$ cat config.mk
export PLATFORM = sky130hd
export DESIGN_NAME = csi2_dphy_rate_init_sequencer
export DESIGN_NICKNAME = d
export VERILOG_FILES = /design/src/hdl/csi_rx_pkg.sv /design/src/hdl/range_lookup_if.sv /design/src/hdl/csi2_dphy_rate_init_sequencer.sv /design/src/hdl/range_code_lookup.sv
export VERILOG_INCLUDE_DIRS = /design/src /design/src/hdl
export SDC_FILE = /design/constraint.sdc
export NUM_CORES = 1
export LEC_CHECK = 0
export ABC_AREA = 0
export BUFFER_PORTS_ARGS = -buffer_cell sky130_fd_sc_hd__buf_2
export CAP_MARGIN = 20
export CORE_UTILIZATION = 50
export DETAILED_ROUTE_END_ITERATION = 7
export PLACE_DENSITY = 0.71
export SETUP_SLACK_MARGIN = 0.02
export SYNTH_ARGS = -nofsm -noshare
export SYNTH_HDL_FRONTEND = slang
export SYNTH_HIERARCHICAL = 1
export SYNTH_SLANG_ARGS = --single-unit
$ cat constraint.sdc
create_clock -name ref_clk -period 4.7 [get_ports ref_clk]
set_clock_uncertainty 0.15 [all_clocks]
set_input_delay 0.94 -clock ref_clk [delete_from_list [all_inputs] [get_ports ref_clk]]
set_output_delay 0.94 -clock ref_clk [all_outputs]
set_load 0.01 [all_outputs]
$ cat src/hdl/csi_rx_defs.svh
`ifndef CSI_RX_DEFS_SVH
`define CSI_RX_DEFS_SVH
// ----------------------------------------------------------------
// register byte offsets
// ----------------------------------------------------------------
`define OFF_CTRL 8'h00
`define OFF_TEST_DATA 8'h04
`define OFF_TEST_CTRL 8'h08
`define OFF_RATE 8'h0C
`define OFF_RANGE 8'h10
`define OFF_IDS_LOW 8'h14
`define OFF_IDS_HIGH 8'h18
`define OFF_MASK_FIRST 8'h1C
`define OFF_MASK_SECOND 8'h20
`define OFF_ERR_FIRST 8'h24
`define OFF_PHY_STATE 8'h28
// ----------------------------------------------------------------
// field positions
// ----------------------------------------------------------------
`define CTRL_PWR_BIT 0
`define CTRL_PHY_RST_BIT 1
`define CTRL_CTL_RST_BIT 2
`define CTRL_LANES_LSB 4
`define CTRL_ROUTE_LSB 8
`define TEST_EN_BIT 16
`define TEST_CLR_BIT 0
`define TEST_CLK_BIT 1
`define RANGE_OOS_BIT 8
`define STATE_CLK_STOP_BIT 4
`define STATE_CLK_ACT_BIT 5
`define STATE_ALL_STOP_BIT 6
`define STATE_MEAS_LSB 16
`define ERR_RANGE_LOW_BIT 4
// ----------------------------------------------------------------
// widths, reset values, span
// ----------------------------------------------------------------
`define LANES 4
`define RATE_W 11
`define PIX_W 16
`define RST_RATE 11'h050
`define RST_LANES 2'h3
`define SPAN_MIN_MHZ 11'h050
`define SPAN_MAX_MHZ 11'h3E8
// ----------------------------------------------------------------
// timing
// ----------------------------------------------------------------
`define REF_CLK_MHZ 125
`define RATE_WINDOW_NS 1000
`define RATE_WINDOW_CYC ((`RATE_WINDOW_NS * `REF_CLK_MHZ) / 1000)
`endif

$ cat src/hdl/csi_rx_pkg.sv
`include "csi_rx_defs.svh"
package csi_rx_pkg;
  typedef struct packed {
    logic [7:0] code;
    logic out_of_span;
  } lookup_state_type;

  typedef struct packed {
    logic lclk_s1;
    logic lclk_s2;
    logic lclk_prev;
    logic [`LANES:0] stop_s1;
    logic [`LANES:0] stop_s2;
    logic [`LANES:0] stop_prev;
    logic [7:0] win_cnt;
    logic [7:0] edge_cnt;
    logic [7:0] meas_mhz;
    logic clk_active;
    logic too_low;
    logic all_stop;
    logic pwr_release;
    logic phy_rst_release;
    logic ctl_rst_release;
    logic [1:0] lanes_m1;
    logic [2:0] route;
    logic [7:0] test_data;
    logic test_en;
    logic test_clr;
    logic test_clk;
    logic [`RATE_W-1:0] rate;
    logic [31:0] ids_low;
    logic [31:0] ids_high;
    logic [`LANES:0] mask_first;
    logic [31:0] mask_second;
    logic [`LANES:0] err;
    logic irq;
    logic a_valid;
    logic a_write;
    logic [7:0] a_addr;
    logic [31:0] hrdata;
    logic hreadyout;
    logic sfc_valid;
    logic dei_valid;
    logic ic_valid;
    logic [`PIX_W-1:0] pix_data;
  } state_type;
endpackage

$ cat src/hdl/range_lookup_if.sv
`timescale 1ns/1ns
`default_nettype none
`include "csi_rx_defs.svh"
interface range_lookup_if;
  logic [`RATE_W-1:0] rate;
  logic [7:0] code;
  logic out_of_span;
  modport requester (output rate, input code, input out_of_span);
  modport responder (input rate, output code, output out_of_span);
endinterface
`default_nettype wire

$ cat src/hdl/csi2_dphy_rate_init_sequencer.sv
`timescale 1ns/1ns
`default_nettype none
`include "csi_rx_defs.svh"
// Summary of operation
// - the lane-clock range set by software must sit at or above twice the measured sensor clock, within an 80 to 1000 MHz span.
// - the state register shows stop per data lane and clock lane, and whether the clock lane and all enabled data lanes are stopped.
// - the state register shows when a clock is being received on the clock lane.
// - with the range below twice the sensor clock, a start of transmission on an enabled lane flags that lane in bits 0 to 3 of the first error register.
// - the video stage forwards data to the sensor FIFO controller, the deinterlacer and the image converter.
module csi2_dphy_rate_init_sequencer
  import csi_rx_pkg::*;
(
  input wire logic ref_clk,
  input wire logic reset,
  input wire logic clk_en,
  input wire logic hsel,
  input wire logic [31:0] haddr,
  input wire logic [1:0] htrans,
  input wire logic hwrite,
  input wire logic [2:0] hsize,
  input wire logic [31:0] hwdata,
  input wire logic hready,
  output logic hreadyout,
  output logic hresp,
  output logic [31:0] hrdata,
  output logic irq,
  input wire logic link_clk,
  input wire logic [`LANES-1:0] lane_idle_stop,
  input wire logic clk_lane_stop,
  output logic phy_power_down_release,
  output logic phy_reset_release,
  output logic controller_reset_release,
  output logic [7:0] phy_test_din,
  output logic phy_test_en,
  output logic phy_test_clr,
  output logic phy_test_clk,
  input wire logic pix_valid,
  input wire logic [`PIX_W-1:0] pix_data,
  output logic sensor_fifo_controller_valid,
  output logic [`PIX_W-1:0] sensor_fifo_controller_data,
  output logic deinterlacer_valid,
  output logic [`PIX_W-1:0] deinterlacer_data,
  output logic image_converter_valid,
  output logic [`PIX_W-1:0] image_converter_data
);
  localparam logic [7:0] WIN_LAST = 8'(`RATE_WINDOW_CYC - 1);

  state_type s;
  state_type next_s;
  logic [`LANES-1:0] sot_err;
  logic lclk_rise;
  logic [`LANES-1:0] lane_on;

  range_lookup_if lk ();

  range_code_lookup u_lookup (
    .ref_clk(ref_clk),
    .reset(reset),
    .clk_en(clk_en),
    .lk(lk)
  );

  assign lk.rate = s.rate;
  assign lclk_rise = s.lclk_s2 & ~s.lclk_prev;

  // ----------------------------------------------------------------
  // per-lane start of transmission check
  // ----------------------------------------------------------------
  for (genvar i = 0; i < `LANES; i++)
  begin : g_lane
    assign lane_on[i] = (2'(i) <= s.lanes_m1);
    // leaving stop while the range is too low for the sensor clock
    assign sot_err[i] = lane_on[i] & s.stop_prev[i] & ~s.stop_s2[i] &
                        s.clk_active & s.too_low;
  end

  function automatic logic [31:0] read_word(input logic [7:0] a,
                                            input state_type v);
    logic [31:0] w;
    w = 32'h0000_0000;
    unique case (a)
      `OFF_CTRL:
      begin
        w[`CTRL_PWR_BIT] = v.pwr_release;
        w[`CTRL_PHY_RST_BIT] = v.phy_rst_release;
        w[`CTRL_CTL_RST_BIT] = v.ctl_rst_release;
        w[`CTRL_LANES_LSB +: 2] = v.lanes_m1;
        w[`CTRL_ROUTE_LSB +: 3] = v.route;
      end
      `OFF_TEST_DATA:
      begin
        w[7:0] = v.test_data;
        w[`TEST_EN_BIT] = v.test_en;
      end
      `OFF_TEST_CTRL:
      begin
        w[`TEST_CLR_BIT] = v.test_clr;
        w[`TEST_CLK_BIT] = v.test_clk;
      end
      `OFF_RATE: w[`RATE_W-1:0] = v.rate;
      `OFF_RANGE:
      begin
        w[7:0] = lk.code;
        w[`RANGE_OOS_BIT] = lk.out_of_span;
      end
      `OFF_IDS_LOW: w = v.ids_low;
      `OFF_IDS_HIGH: w = v.ids_high;
      `OFF_MASK_FIRST: w[`LANES:0] = v.mask_first;
      `OFF_MASK_SECOND: w = v.mask_second;
      `OFF_ERR_FIRST: w[`LANES:0] = v.err;
      `OFF_PHY_STATE:
      begin
        w[`LANES-1:0] = v.stop_s2[`LANES-1:0];
        w[`STATE_CLK_STOP_BIT] = v.stop_s2[`LANES];
        w[`STATE_CLK_ACT_BIT] = v.clk_active;
        w[`STATE_ALL_STOP_BIT] = v.all_stop;
        w[`STATE_MEAS_LSB +: 8] = v.meas_mhz;
      end
      default: w = 32'h0000_0000;
    endcase
    return w;
  endfunction

  always_comb
  begin
    next_s = s;
    // ----------------------------------------------------------------
    // pin synchronisers; first stage feeds only the second
    // ----------------------------------------------------------------
    next_s.lclk_s1 = link_clk;
    next_s.lclk_s2 = s.lclk_s1;
    next_s.lclk_prev = s.lclk_s2;
    next_s.stop_s1 = {clk_lane_stop, lane_idle_stop};
    next_s.stop_s2 = s.stop_s1;
    next_s.stop_prev = s.stop_s2;
    next_s.all_stop = s.stop_s2[`LANES] &
                      (&(s.stop_s2[`LANES-1:0] | ~lane_on));
    // ----------------------------------------------------------------
    // sensor clock measurement over a 1 us window
    // ----------------------------------------------------------------
    // sampling limits this to clocks below half of ref_clk
    if (s.win_cnt == WIN_LAST)
    begin
      next_s.win_cnt = 8'h00;
      next_s.edge_cnt = 8'h00;
      next_s.meas_mhz = s.edge_cnt + {7'h00, lclk_rise};
      next_s.clk_active = (s.edge_cnt != 8'h00) | lclk_rise;
      next_s.too_low = ({2'h0, s.edge_cnt + {7'h00, lclk_rise}, 1'b0}
                        > s.rate);
    end
    else
    begin
      next_s.win_cnt = s.win_cnt + 8'h01;
      if (s.edge_cnt != 8'hFF)
      begin
        next_s.edge_cnt = s.edge_cnt + {7'h00, lclk_rise};
      end
    end
    // ----------------------------------------------------------------
    // bus data phase: writes
    // ----------------------------------------------------------------
    if (s.a_valid && s.a_write && hready)
    begin
      unique case (s.a_addr)
        `OFF_CTRL:
        begin
          next_s.pwr_release = hwdata[`CTRL_PWR_BIT];
          next_s.phy_rst_release = hwdata[`CTRL_PHY_RST_BIT];
          next_s.ctl_rst_release = hwdata[`CTRL_CTL_RST_BIT];
          next_s.lanes_m1 = hwdata[`CTRL_LANES_LSB +: 2];
          next_s.route = hwdata[`CTRL_ROUTE_LSB +: 3];
        end
        `OFF_TEST_DATA:
        begin
          next_s.test_data = hwdata[7:0];
          next_s.test_en = hwdata[`TEST_EN_BIT];
        end
        `OFF_TEST_CTRL:
        begin
          next_s.test_clr = hwdata[`TEST_CLR_BIT];
          next_s.test_clk = hwdata[`TEST_CLK_BIT];
        end
        `OFF_RATE: next_s.rate = hwdata[`RATE_W-1:0];
        `OFF_IDS_LOW: next_s.ids_low = hwdata;
        `OFF_IDS_HIGH: next_s.ids_high = hwdata;
        `OFF_MASK_FIRST: next_s.mask_first = hwdata[`LANES:0];
        `OFF_MASK_SECOND: next_s.mask_second = hwdata;
        `OFF_ERR_FIRST: next_s.err = s.err & ~hwdata[`LANES:0];
        default: next_s.rate = s.rate;
      endcase
    end
    // a new event beats a write-one-clear in the same cycle
    next_s.err = next_s.err | {next_s.too_low & ~s.too_low, sot_err};
    next_s.irq = |(next_s.err & next_s.mask_first);
    // ----------------------------------------------------------------
    // bus address phase: reads answer with zero wait states
    // ----------------------------------------------------------------
    next_s.a_valid = hsel && htrans[1] && hready;
    next_s.a_write = hwrite;
    next_s.a_addr = haddr[7:0];
    next_s.hreadyout = 1'b1;
    if (hsel && htrans[1] && hready && !hwrite)
    begin
      // read sees the result of a write finishing in this cycle
      next_s.hrdata = read_word(haddr[7:0], next_s);
    end
    // ----------------------------------------------------------------
    // video fan-out, held off while the controller is in reset
    // ----------------------------------------------------------------
    next_s.sfc_valid = pix_valid & s.route[0] & s.ctl_rst_release;
    next_s.dei_valid = pix_valid & s.route[1] & s.ctl_rst_release;
    next_s.ic_valid = pix_valid & s.route[2] & s.ctl_rst_release;
    if (pix_valid)
    begin
      next_s.pix_data = pix_data;
    end
  end

  always_ff @(posedge ref_clk)
  begin
    if (reset)
    begin
      s <= '0;
      s.rate <= `RST_RATE;
      s.lanes_m1 <= `RST_LANES;
    end
    else if (clk_en)
    begin
      s <= next_s;
    end
  end

  assign hreadyout = s.hreadyout;
  assign hresp = 1'b0;
  assign hrdata = s.hrdata;
  assign irq = s.irq;
  assign phy_power_down_release = s.pwr_release;
  assign phy_reset_release = s.phy_rst_release;
  assign controller_reset_release = s.ctl_rst_release;
  assign phy_test_din = s.test_data;
  assign phy_test_en = s.test_en;
  assign phy_test_clr = s.test_clr;
  assign phy_test_clk = s.test_clk;
  assign sensor_fifo_controller_valid = s.sfc_valid;
  assign sensor_fifo_controller_data = s.pix_data;
  assign deinterlacer_valid = s.dei_valid;
  assign deinterlacer_data = s.pix_data;
  assign image_converter_valid = s.ic_valid;
  assign image_converter_data = s.pix_data;

  a_range_too_low: assert property (
    @(posedge ref_clk) disable iff (reset)
    (clk_en && s.win_cnt == WIN_LAST) |=>
    (s.too_low == ({2'h0, s.meas_mhz, 1'b0} > $past(s.rate))))
    else $error("range check disagrees with measured clock");
  a_all_lanes_stop: assert property (
    @(posedge ref_clk) disable iff (reset)
    (clk_en && s.lanes_m1 == 2'h3 && (&s.stop_s2)) |=> s.all_stop)
    else $error("all-stopped flag missing");
  a_clock_seen: assert property (
    @(posedge ref_clk) disable iff (reset)
    (clk_en && s.win_cnt == WIN_LAST && s.edge_cnt != 8'h00)
    |=> s.clk_active)
    else $error("clock activity not reported");
  a_sot_flag: assert property (
    @(posedge ref_clk) disable iff (reset)
    (clk_en && sot_err != 4'h0) |=>
    ((s.err[`LANES-1:0] & $past(sot_err)) == $past(sot_err)))
    else $error("start of transmission error lost");
  a_deint_fwd: assert property (
    @(posedge ref_clk) disable iff (reset)
    (clk_en && pix_valid && s.route[1] && s.ctl_rst_release) |=>
    (deinterlacer_valid && deinterlacer_data == $past(pix_data)))
    else $error("deinterlacer did not get pixel");
  a_irq_level: assert property (
    @(posedge ref_clk) disable iff (reset)
    (clk_en && (s.err & s.mask_first) != 5'h00) |-> irq)
    else $error("interrupt not raised");
endmodule
`default_nettype wire

$ cat src/hdl/range_code_lookup.sv
`timescale 1ns/1ns
`default_nettype none
`include "csi_rx_defs.svh"
module range_code_lookup
  import csi_rx_pkg::*;
(
  input wire logic ref_clk,
  input wire logic reset,
  input wire logic clk_en,
  range_lookup_if.responder lk
);
  // ----------------------------------------------------------------
  // band lower edges (MHz, ascending) and codes for a 27 MHz reference
  // ----------------------------------------------------------------
  localparam int BANDS = 29;
  localparam logic [`RATE_W-1:0] BAND_EDGE [0:BANDS-1] = '{
    11'h050, 11'h05A, 11'h064, 11'h06E, 11'h07D, 11'h08C, 11'h096,
    11'h0A0, 11'h0B4, 11'h0C8, 11'h0D2, 11'h0F0, 11'h0FA, 11'h10E,
    11'h12C, 11'h14A, 11'h168, 11'h190, 11'h1C2, 11'h1F4, 11'h226,
    11'h258, 11'h28A, 11'h2BC, 11'h2EE, 11'h320, 11'h352, 11'h384,
    11'h3B6};
  localparam logic [7:0] BAND_CODE [0:BANDS-1] = '{
    8'h00, 8'h20, 8'h40, 8'h02, 8'h22, 8'h42, 8'h04, 8'h04, 8'h44,
    8'h06, 8'h26, 8'h46, 8'h08, 8'h28, 8'h08, 8'h2A, 8'h4A, 8'h2C,
    8'h4C, 8'h20, 8'h2E, 8'h10, 8'h30, 8'h12, 8'h32, 8'h14, 8'h34,
    8'h54, 8'h74};

  lookup_state_type s;
  lookup_state_type next_s;

  always_comb
  begin
    next_s = s;
    next_s.code = BAND_CODE[0];
    // ascending scan: a rate on a shared edge lands in the higher band
    for (int i = 0; i < BANDS; i++)
    begin
      if (lk.rate >= BAND_EDGE[i])
      begin
        next_s.code = BAND_CODE[i];
      end
    end
    next_s.out_of_span = (lk.rate < `SPAN_MIN_MHZ) ||
                         (lk.rate > `SPAN_MAX_MHZ);
  end

  always_ff @(posedge ref_clk)
  begin
    if (reset)
    begin
      s <= '0;
    end
    else if (clk_en)
    begin
      s <= next_s;
    end
  end

  assign lk.code = s.code;
  assign lk.out_of_span = s.out_of_span;

  a_edge_high_band: assert property (
    @(posedge ref_clk) disable iff (reset)
    (clk_en && lk.rate == 11'h320) |=> (lk.code == 8'h14))
    else $error("rate on 800 edge did not pick upper band");
  a_span_flag: assert property (
    @(posedge ref_clk) disable iff (reset)
    clk_en |=> (lk.out_of_span ==
      ($past(lk.rate) < 11'h050 || $past(lk.rate) > 11'h3E8)))
    else $error("span flag wrong for rate");
endmodule
`default_nettype wire

==> Implementation_results.wiki, run 1 <==
{| class="wikitable"
! Metric !! Value
|-
| Number of flip-flops and latches in the synthesized netlist || 249
|-
| Buffers plus inverters on the worst setup path || 1
|-
| Layer with the highest usage || met2
|-
| Number of flops mapped to enable cells by yosys || 0
|-
| Cell seen most often among critical-path stages || ha_1
|-
| Leading register cell type out of synthesis || dfxtp_1
|-
| Net total in the final layout || 1855
|-
| Multiplexer fraction of the synthesized cell area || about a tenth
|-
| Worst Setup Start Kind || register
|-
| CTS hold repair buffers || 0
|-
| Placed wire-length estimate after detailed placement || 27.6 mm
|-
| Area share of fa/ha/maj cells after synthesis || 1.14%
|-
| Via count || ~12000
|-
| Hold Path Class || register to register
|-
| Number of distinct library cells after synthesis || 75
|-
| Number of antenna violations at the first check in global routing || 1
|-
| Per-cell via count in the routed design || 5.87
|-
| Critical Path Start || next_s[241]$_SDFFE_PP0P_
|-
| TritonRoute pass-1 iters || 5
|-
| Net switching power of the design || about 1100 uW
|-
| Area enclosed by the die boundary || roughly 27000 um2
|-
| Launch point of the worst reg-to-reg path || next_s[241]$_SDFFE_PP0P_
|-
| Post-detailed-route wirelength per cell || 19.3 um
|-
| Number of ports placed on the die boundary || 198
|-
| H-tree depth reported by CTS || 1
|-
| Sort of element at the end of the critical path || register
|-
| Final worst-path cycle share || between 80 and 90%
|-
| Standard-cell rows || approximately 60
|-
| Filler cell count || 2467
|-
| Placed cell count || 2051
|-
| Worst Path Class, Setup || register to register
|-
| Critical path cell sequence || nor2b_1 -> ha_1 -> nand3_1 -> xor2_1 -> inv_1 -> ha_1 -> nand2_1 -> o21ai_0 -> a221oi_1 -> a2111oi_0 -> a22oi_1 -> or2_0 -> a311oi_1
|-
| Yosys warns || 6
|-
| Count leader, synth || nand2_1
|-
| Setup tns final || 0 ps
|-
| Layout Utilization || ~56%
|-
| Share of total power consumed by net switching || 22.9%
|-
| Internal power contribution || between 3000 and 4000 uW
|-
| Worst skew pair latency || 540 ps
|-
| Most area-hungry cell type in the Yosys netlist || dfxtp_1
|-
| Met3 demand-to-capacity share in global routing || 3.99%
|-
| Count of cells resized by post-cts repair || 0
|-
| Main area contributors after synthesis || dfxtp_1 (38%), nand2_1 (12%), mux2i_1 (10%)
|-
| Post-synthesis compound-gate area fraction || 16.5%
|-
| Die height || roughly 160 um
|-
| Worst-path fanout max || 5
|-
| Global-route wire length before repair || 62.2 mm
|-
| CTS clk-pin slew, worst paths || 70 ps
|-
| Chip width || 164 um
|-
| Sequential-to-total area share from yosys stat || 37.8%
|-
| Startpoint of the tightest hold check path || hrdata[26]$_SDFFE_PP0P_
|-
| Peak supply drop || 0.292 mV
|-
| Grt ovf || 0
|-
| Flop pwr share || 46.5%
|-
| Highest attainable clock frequency || 0.257 GHz
|-
| Count of buffers added by post-CTS timing repair for setup || 0
|-
| Crit path arrival time || between 4000 and 5000 ps
|-
| Fraction of registers with async set or reset after synthesis || 0%
|-
| Simple logic cell fraction of the synthesized area || around a quarter
|-
| Max-slew violation count || 0
|-
| Number of standard cells in the final layout excluding fillers || approximately 2100
|-
| Period minus WS final || around 4000 ps
|-
| Sum of routed wire length over all layers || about 40 mm
|-
| Pin count of the biggest net entering global routing || between 70 and 80
|-
| All-Layer GR Usage || 29.4%
|-
| Run status || finished, final reports clean
|-
| Clk network pwr share || roughly half
|-
| Transition time at the pin with the least slew margin || around 1000 ps
|-
| Clk root buf || clkbuf_16
|-
| Endpoint required time on the critical path || 5000 ps
|-
| Total of endpoints with negative setup slack in the final report || 0
|-
| Post-route ant nets || 0
|-
| Mean post-synth cell area || 7.63 um2
|-
| Number of global-route vias before repair || approximately 11000
|-
| Met1 routing resource usage after global routing || 40.2%
|-
| Core ar. || approximately 26000 um2
|-
| Dominant combinational cell family by area after synthesis || simple AND/OR/NAND/NOR gates
|-
| Grt met2 use || 48.0%
|-
| First DRT Iteration DRCs || 1241
|-
| Area Growth Syn to Fin || 9.57%
|-
| Xor and xnor fraction of the mapped netlist area || 0.929%
|-
| RSZ-0062 raised after global routing || false
|-
| Worst slew margin relative to its limit || 30.3%
|-
| Most numerous cell types in the synthesized netlist || nand2_1 (417), dfxtp_1 (249), a21oi_1 (212)
|-
| Total CTS buffers || 27
|-
| Post-synthesis cell count || 1731
|-
| Largest stage delay, worst path || 740 ps
|-
| Worst path slowest cell || a2111oi_0
|-
| Clock tree from TritonCTS || yes
|-
| Delay-heaviest family, CP || compound AO/OA/AOI/OAI gates
|-
| Leak || roughly 0.005 uW
|-
| Clock Tree Buf Depth || 3
|-
| Ratio of cells with drive above 1 in the final layout || between 10% and 20%
|-
| Proportion of power drawn by combinational gates || under 10%
|-
| Number of clock sinks || ~250
|-
| Starting density of the core || about half
|-
| Synthesized area || about 13000 um2
|-
| Share of Yosys cell area claimed by the top area cell type || 37.8%
|-
| Buffers on Ports || about 170
|-
| Routability congestion estimate from global placement || 0.948
|-
| Count of endpoints failing hold in the final timing report || 0
|-
| Power Density || roughly 320 nW/um2
|-
| Max-cap viol count || 0
|-
| Number of remaining DRC errors || 0
|}
-- power by group through the flow --
stage / clock network [uW] / registers (uW) / logic (uW)
final: 2230 / 2160 / 249
after global routing: 2350 / 2160 / 272
after CTS: 2260 / 2160 / 246
after detailed placement: 0 / 2210 / 245
after floorplan: 0 / 2200 / 172
after global placement: 0 / 2200 / 243
-- cells in the final DEF, fill, tap and decap left out, drive strengths merged, types with 4 or more instances in the layout --
| master | instances |
|---|---|
| nor4 | 14 |
| clkbuf | 40 |
| nand3 | 15 |
| nor4b | 9 |
| xnor2 | 8 |
| a222oi | 5 |
| ha | 12 |
| bufinv | 4 |
| a21oi | 212 |
| clkinv | 5 |
| dfxtp | 249 |
| o21ai | 49 |
| a2111oi | 4 |
| nor2b | 5 |
| buf | 201 |
| nand3b | 6 |
| a22oi | 9 |
| nor2 | 138 |
| a211o | 5 |
| o31ai | 5 |
| nand2 | 418 |
| nand2b | 8 |
| xor2 | 6 |
| nor3 | 36 |
| o22ai | 39 |
| and2 | 11 |
| or3 | 5 |
| and3 | 9 |
| inv | 20 |
| a211oi | 8 |
| o32ai | 5 |
| mux2i | 136 |
| nand4 | 18 |
-- layout make-up --
cell class | count | area [um2] | area share (%)
clock buffers | 40 | 774 | 5.35
inverters | 19 | 71.3 | 0.493
diodes | 1 | 2.50 | 0.0173
clock inverters | 10 | 158 | 1.09
well taps | 335 | 419 | 2.90
multi-input cells | 1247 | 6950 | 48.0
repair buffers | 201 | 1110 | 7.65
flip-flops and latches | 249 | 4980 | 34.5
-- metrics by stage --
stage	cell area (um2)	hold WS (ps)	worst slack [ps]	total power [uW]
final	14500	295	812	4640
after floorplan	13200	271	1680	2370
after global routing	14500	318	376	4790
after detailed placement	13500	288	810	2450
after global placement	13500	284	883	2450
after CTS	14500	296	780	4660
-- path summary, 6_finish.rpt --
path                                           endpoint  slack, ps  cells after the start
worst max-delay path                   irq$_SDFFE_PP0P_        810                     13
worst min-delay path            hrdata[26]$_SDFFE_PP0P_        290                      2
worst min register to register  hrdata[26]$_SDFFE_PP0P_        290                      2
worst max register to register         irq$_SDFFE_PP0P_        810                     13
-- tightest hold or removal path: cells and delay by family (launching register included) --
kind | cells | cell delay [ps]
compound gates | 1 | 50
flops | 1 | 300
simple gates | 1 | 50
-- cells by family after synthesis --
logic type	count (synthesis)
adder cells (fa/ha/maj)	12
AND/OR/NAND/NOR	706
AO/OA/AOI/OAI	374
buffers and inverters	236
XOR/XNOR	14
multiplexers	138
flip-flops	249
other	2
-- flip-flops by register name, indices dropped and copies added, names as in the netlist, 6 cells and up --
signal / count
s: 152
hrdata: 32
deinterlacer_data: 16
next_s: 12
lk.rate: 11
phy_test_din: 8
u_lookup/lk.code: 6
-- routing by layer --
metal  wire (um)  part of all wire, %  up-vias
li1            -                    -     5883
met4         841                  2.1        2
met5          13                0.032        -
met1       17500                   43     5781
met3        3610                  8.9       69
met2       18500                   46      600
(Power assumes the default switching activity.)
==> run 2: changes to the inputs <==
clock period = 3.8 ns   (was 4.7 ns; I/O delays follow)
==> run 2 against run 1 <==
Against the previous run: register-to-register slack got worse by 470 ps; clock power increased by 34%; die area unchanged; total power increased by 29%; cell area increased by 1.8%; highest routed layer is now met4.
==> Implementation_results.wiki, run 2 (synthesized netlist as in run 1, its figures left out) <==
{| class="wikitable"
! Metric !! Value
|-
| Ratio of cells with drive above 1 in the final layout || roughly 16%
|-
| Post-route cell area || around 15000 um2
|-
| Largest stage delay, worst path || 450 ps
|-
| Combined area of the multi-input logic cells || 6960 um2
|-
| All-Layer GR Usage || 28.5%
|-
| Leak || approximately 0.0053 uW
|-
| Grt met2 use || 45.9%
|-
| Area Growth Syn to Fin || 11.5%
|-
| Hold Crit Endpoint || hrdata[15]$_SDFFE_PP0P_
|-
| Worst Setup Start Kind || register
|-
| Number of clock sinks || 249
|-
| Pin count of the biggest net entering global routing || 85
|-
| Run status || finished, final reports clean
|-
| Starting density of the core || 50.8%
|-
| Post-detailed-route wirelength per cell || 18.9 um
|-
| Area after detailed placement || 13700 um2
|-
| Cell seen most often among critical-path stages || ha_1
|-
| Die height || 164 um
|-
| Worst skew pair latency || 550 ps
|-
| Placed cell count || 2065
|-
| Startpoint of the tightest hold check path || hrdata[15]$_SDFFE_PP0P_
|-
| TritonRoute pass-1 iters || 6
|-
| RSZ-0062 raised after global routing || false
|-
| Routability congestion estimate from global placement || about 0.89
|-
| Number of global-route vias before repair || between 10000 and 15000
|-
| Worst Path Class, Setup || register to register
|-
| Clock Tree Buf Depth || 3
|-
| Number of standard cells in the final layout excluding fillers || 2116
|-
| Most used cells in the layout excluding fill and tap cells || nand2_1 (417), dfxtp_1 (249), a21oi_1 (212)
|-
| Placed wire-length estimate after detailed placement || 27.2 mm
|-
| Standard-cell rows || 59
|-
| Transition time at the pin with the least slew margin || 843 ps
|-
| Via count || ~12000
|-
| Number of antenna violations at the first check in global routing || 0
|-
| Count of endpoints failing hold in the final timing report || 0
|-
| Net total in the final layout || about 1900
|-
| Core ar. || roughly 26000 um2
|-
| Number of ports placed on the die boundary || 198
|-
| Worst-path fanout max || 3
|-
| Buffers on Ports || roughly 170
|-
| Count of cells resized by post-cts repair || 0
|-
| Most common cell after layout, fill and taps aside || nand2_1
|-
| Power Density || 405 nW/um2
|-
| Area enclosed by the die boundary || 27100 um2
|-
| Crit path arrival time || 3760 ps
|-
| Delay-heaviest family, CP || compound AO/OA/AOI/OAI gates
|-
| Worst slew margin relative to its limit || 43.7%
|-
| Final worst-path cycle share || just over 90%
|-
| Peak supply drop || 0.383 mV
|-
| CTS clk-pin slew, worst paths || approximately 60 ps
|-
| Max reg flops || about 150
|-
| Launch point of the worst reg-to-reg path || next_s[241]$_SDFFE_PP0P_
|-
| Total of endpoints with negative setup slack in the final report || 0
|-
| Setup tns final || 0 ps
|-
| Number of remaining DRC errors || 0
|-
| Per-cell via count in the routed design || slightly below 6
|-
| Chip width || between 150 and 200 um
|-
| Period minus WS final || 3460 ps
|-
| Clock tree from TritonCTS || yes
|-
| Grt ovf || 0
|-
| H-tree depth reported by CTS || 1
|-
| Register containing the most flip-flops in the final layout || s
|-
| Reg2Reg Setup Slack || 340 ps
|-
| Met1 routing resource usage after global routing || 39.3%
|-
| Highest attainable clock frequency || 0.289 GHz
|-
| Buffers plus inverters on the worst setup path || 1
|-
| Critical path cell sequence || nor2b_1 -> ha_1 -> nand3_1 -> xor2_1 -> inv_1 -> ha_1 -> nand2_1 -> o21ai_0 -> a221oi_1 -> a2111oi_2 -> a22oi_1 -> or2_0 -> a311oi_1
|-
| Met3 demand-to-capacity share in global routing || 3.97%
|-
| Sort of element at the end of the critical path || register
|-
| Worst path slowest cell || a2111oi_2
|-
| Count of buffers added by post-CTS timing repair for setup || 0
|-
| CTS hold repair buffers || 0
|-
| Global-route wire length before repair || 60.7 mm
|-
| Hold Path Class || register to register
|-
| Sum of routed wire length over all layers || around 40 mm
|-
| Endpoint required time on the critical path || approximately 4000 ps
|-
| R2r endpoint || irq$_SDFFE_PP0P_
|-
| Filler cell count || 2416
|-
| First DRT Iteration DRCs || 1376
|-
| Max-slew violation count || 0
|-
| Post-route ant nets || 0
|-
| Layer with the highest usage || met2
|-
| Worst Reg2Reg Path Length in Cells || 13
|-
| Number of antenna cells inserted || 0
|-
| Number of cells traversed by the worst hold path || 2
|-
| Max-cap viol count || 0
|-
| Seq. cell area || between 4000 and 5000 um2
|-
| Clk root buf || clkbuf_16
|-
| Total CTS buffers || 28
|}
-- run 2: worst max path at each step --
stage	from	end	slack (ps)	depth (start not counted)
final	next_s[241]$_SDFFE_PP0P_	irq$_SDFFE_PP0P_	340	13
after global routing	next_s[241]$_SDFFE_PP0P_	irq$_SDFFE_PP0P_	20	13
after CTS	next_s[241]$_SDFFE_PP0P_	irq$_SDFFE_PP0P_	90	13
after detailed placement	next_s[241]$_SDFFE_PP0P_	irq$_SDFFE_PP0P_	120	13
after global placement	next_s[241]$_SDFFE_PP0P_	irq$_SDFFE_PP0P_	290	13
after floorplan	next_s[241]$_SDFFE_PP0P_	irq$_SDFFE_PP0P_	780	13
-- run 2: per-stage QoR --
step	power [uW]	hold WS, ps	utilization [%]	setup slack [ps]
finish	5970	294	56.7	339
CTS	5990	296	56.6	90.9
detailed placement	3030	288	52.6	121
global placement	3020	285	52.6	292
floorplan	2930	271	-	785
global route	6130	302	56.7	23.9
-- run 2: worst min-delay path, cell delays in order, from the launching register on --
cell,delay [ps]
dfxtp_1,310
nand2_1,50
o21ai_1,50
-- run 2: per-layer routing --
| metal | part of all wire (%) | up-vias |
|---|---|---|
| li1 | - | 5924 |
| met4 | 2.7 | 0 |
| met1 | 44 | 5783 |
| met3 | 9.2 | 76 |
| met5 | 0 | - |
| met2 | 45 | 600 |
-- run 2: report_power, final --
group	switching [uW]	internal, uW
clock	1130	1860
sequential	29.1	2640
combinational	205	102
total	1360	4610
-- run 2: area by class of cell --
type                       instances  area share (%)
clock buffer                      36            5.58
multi-input combinational       1247            47.2
tap                              335            2.85
inverter                          19           0.484
clock inverter                    14            1.44
timing repair buffer             216            8.54
sequential                       249            33.9
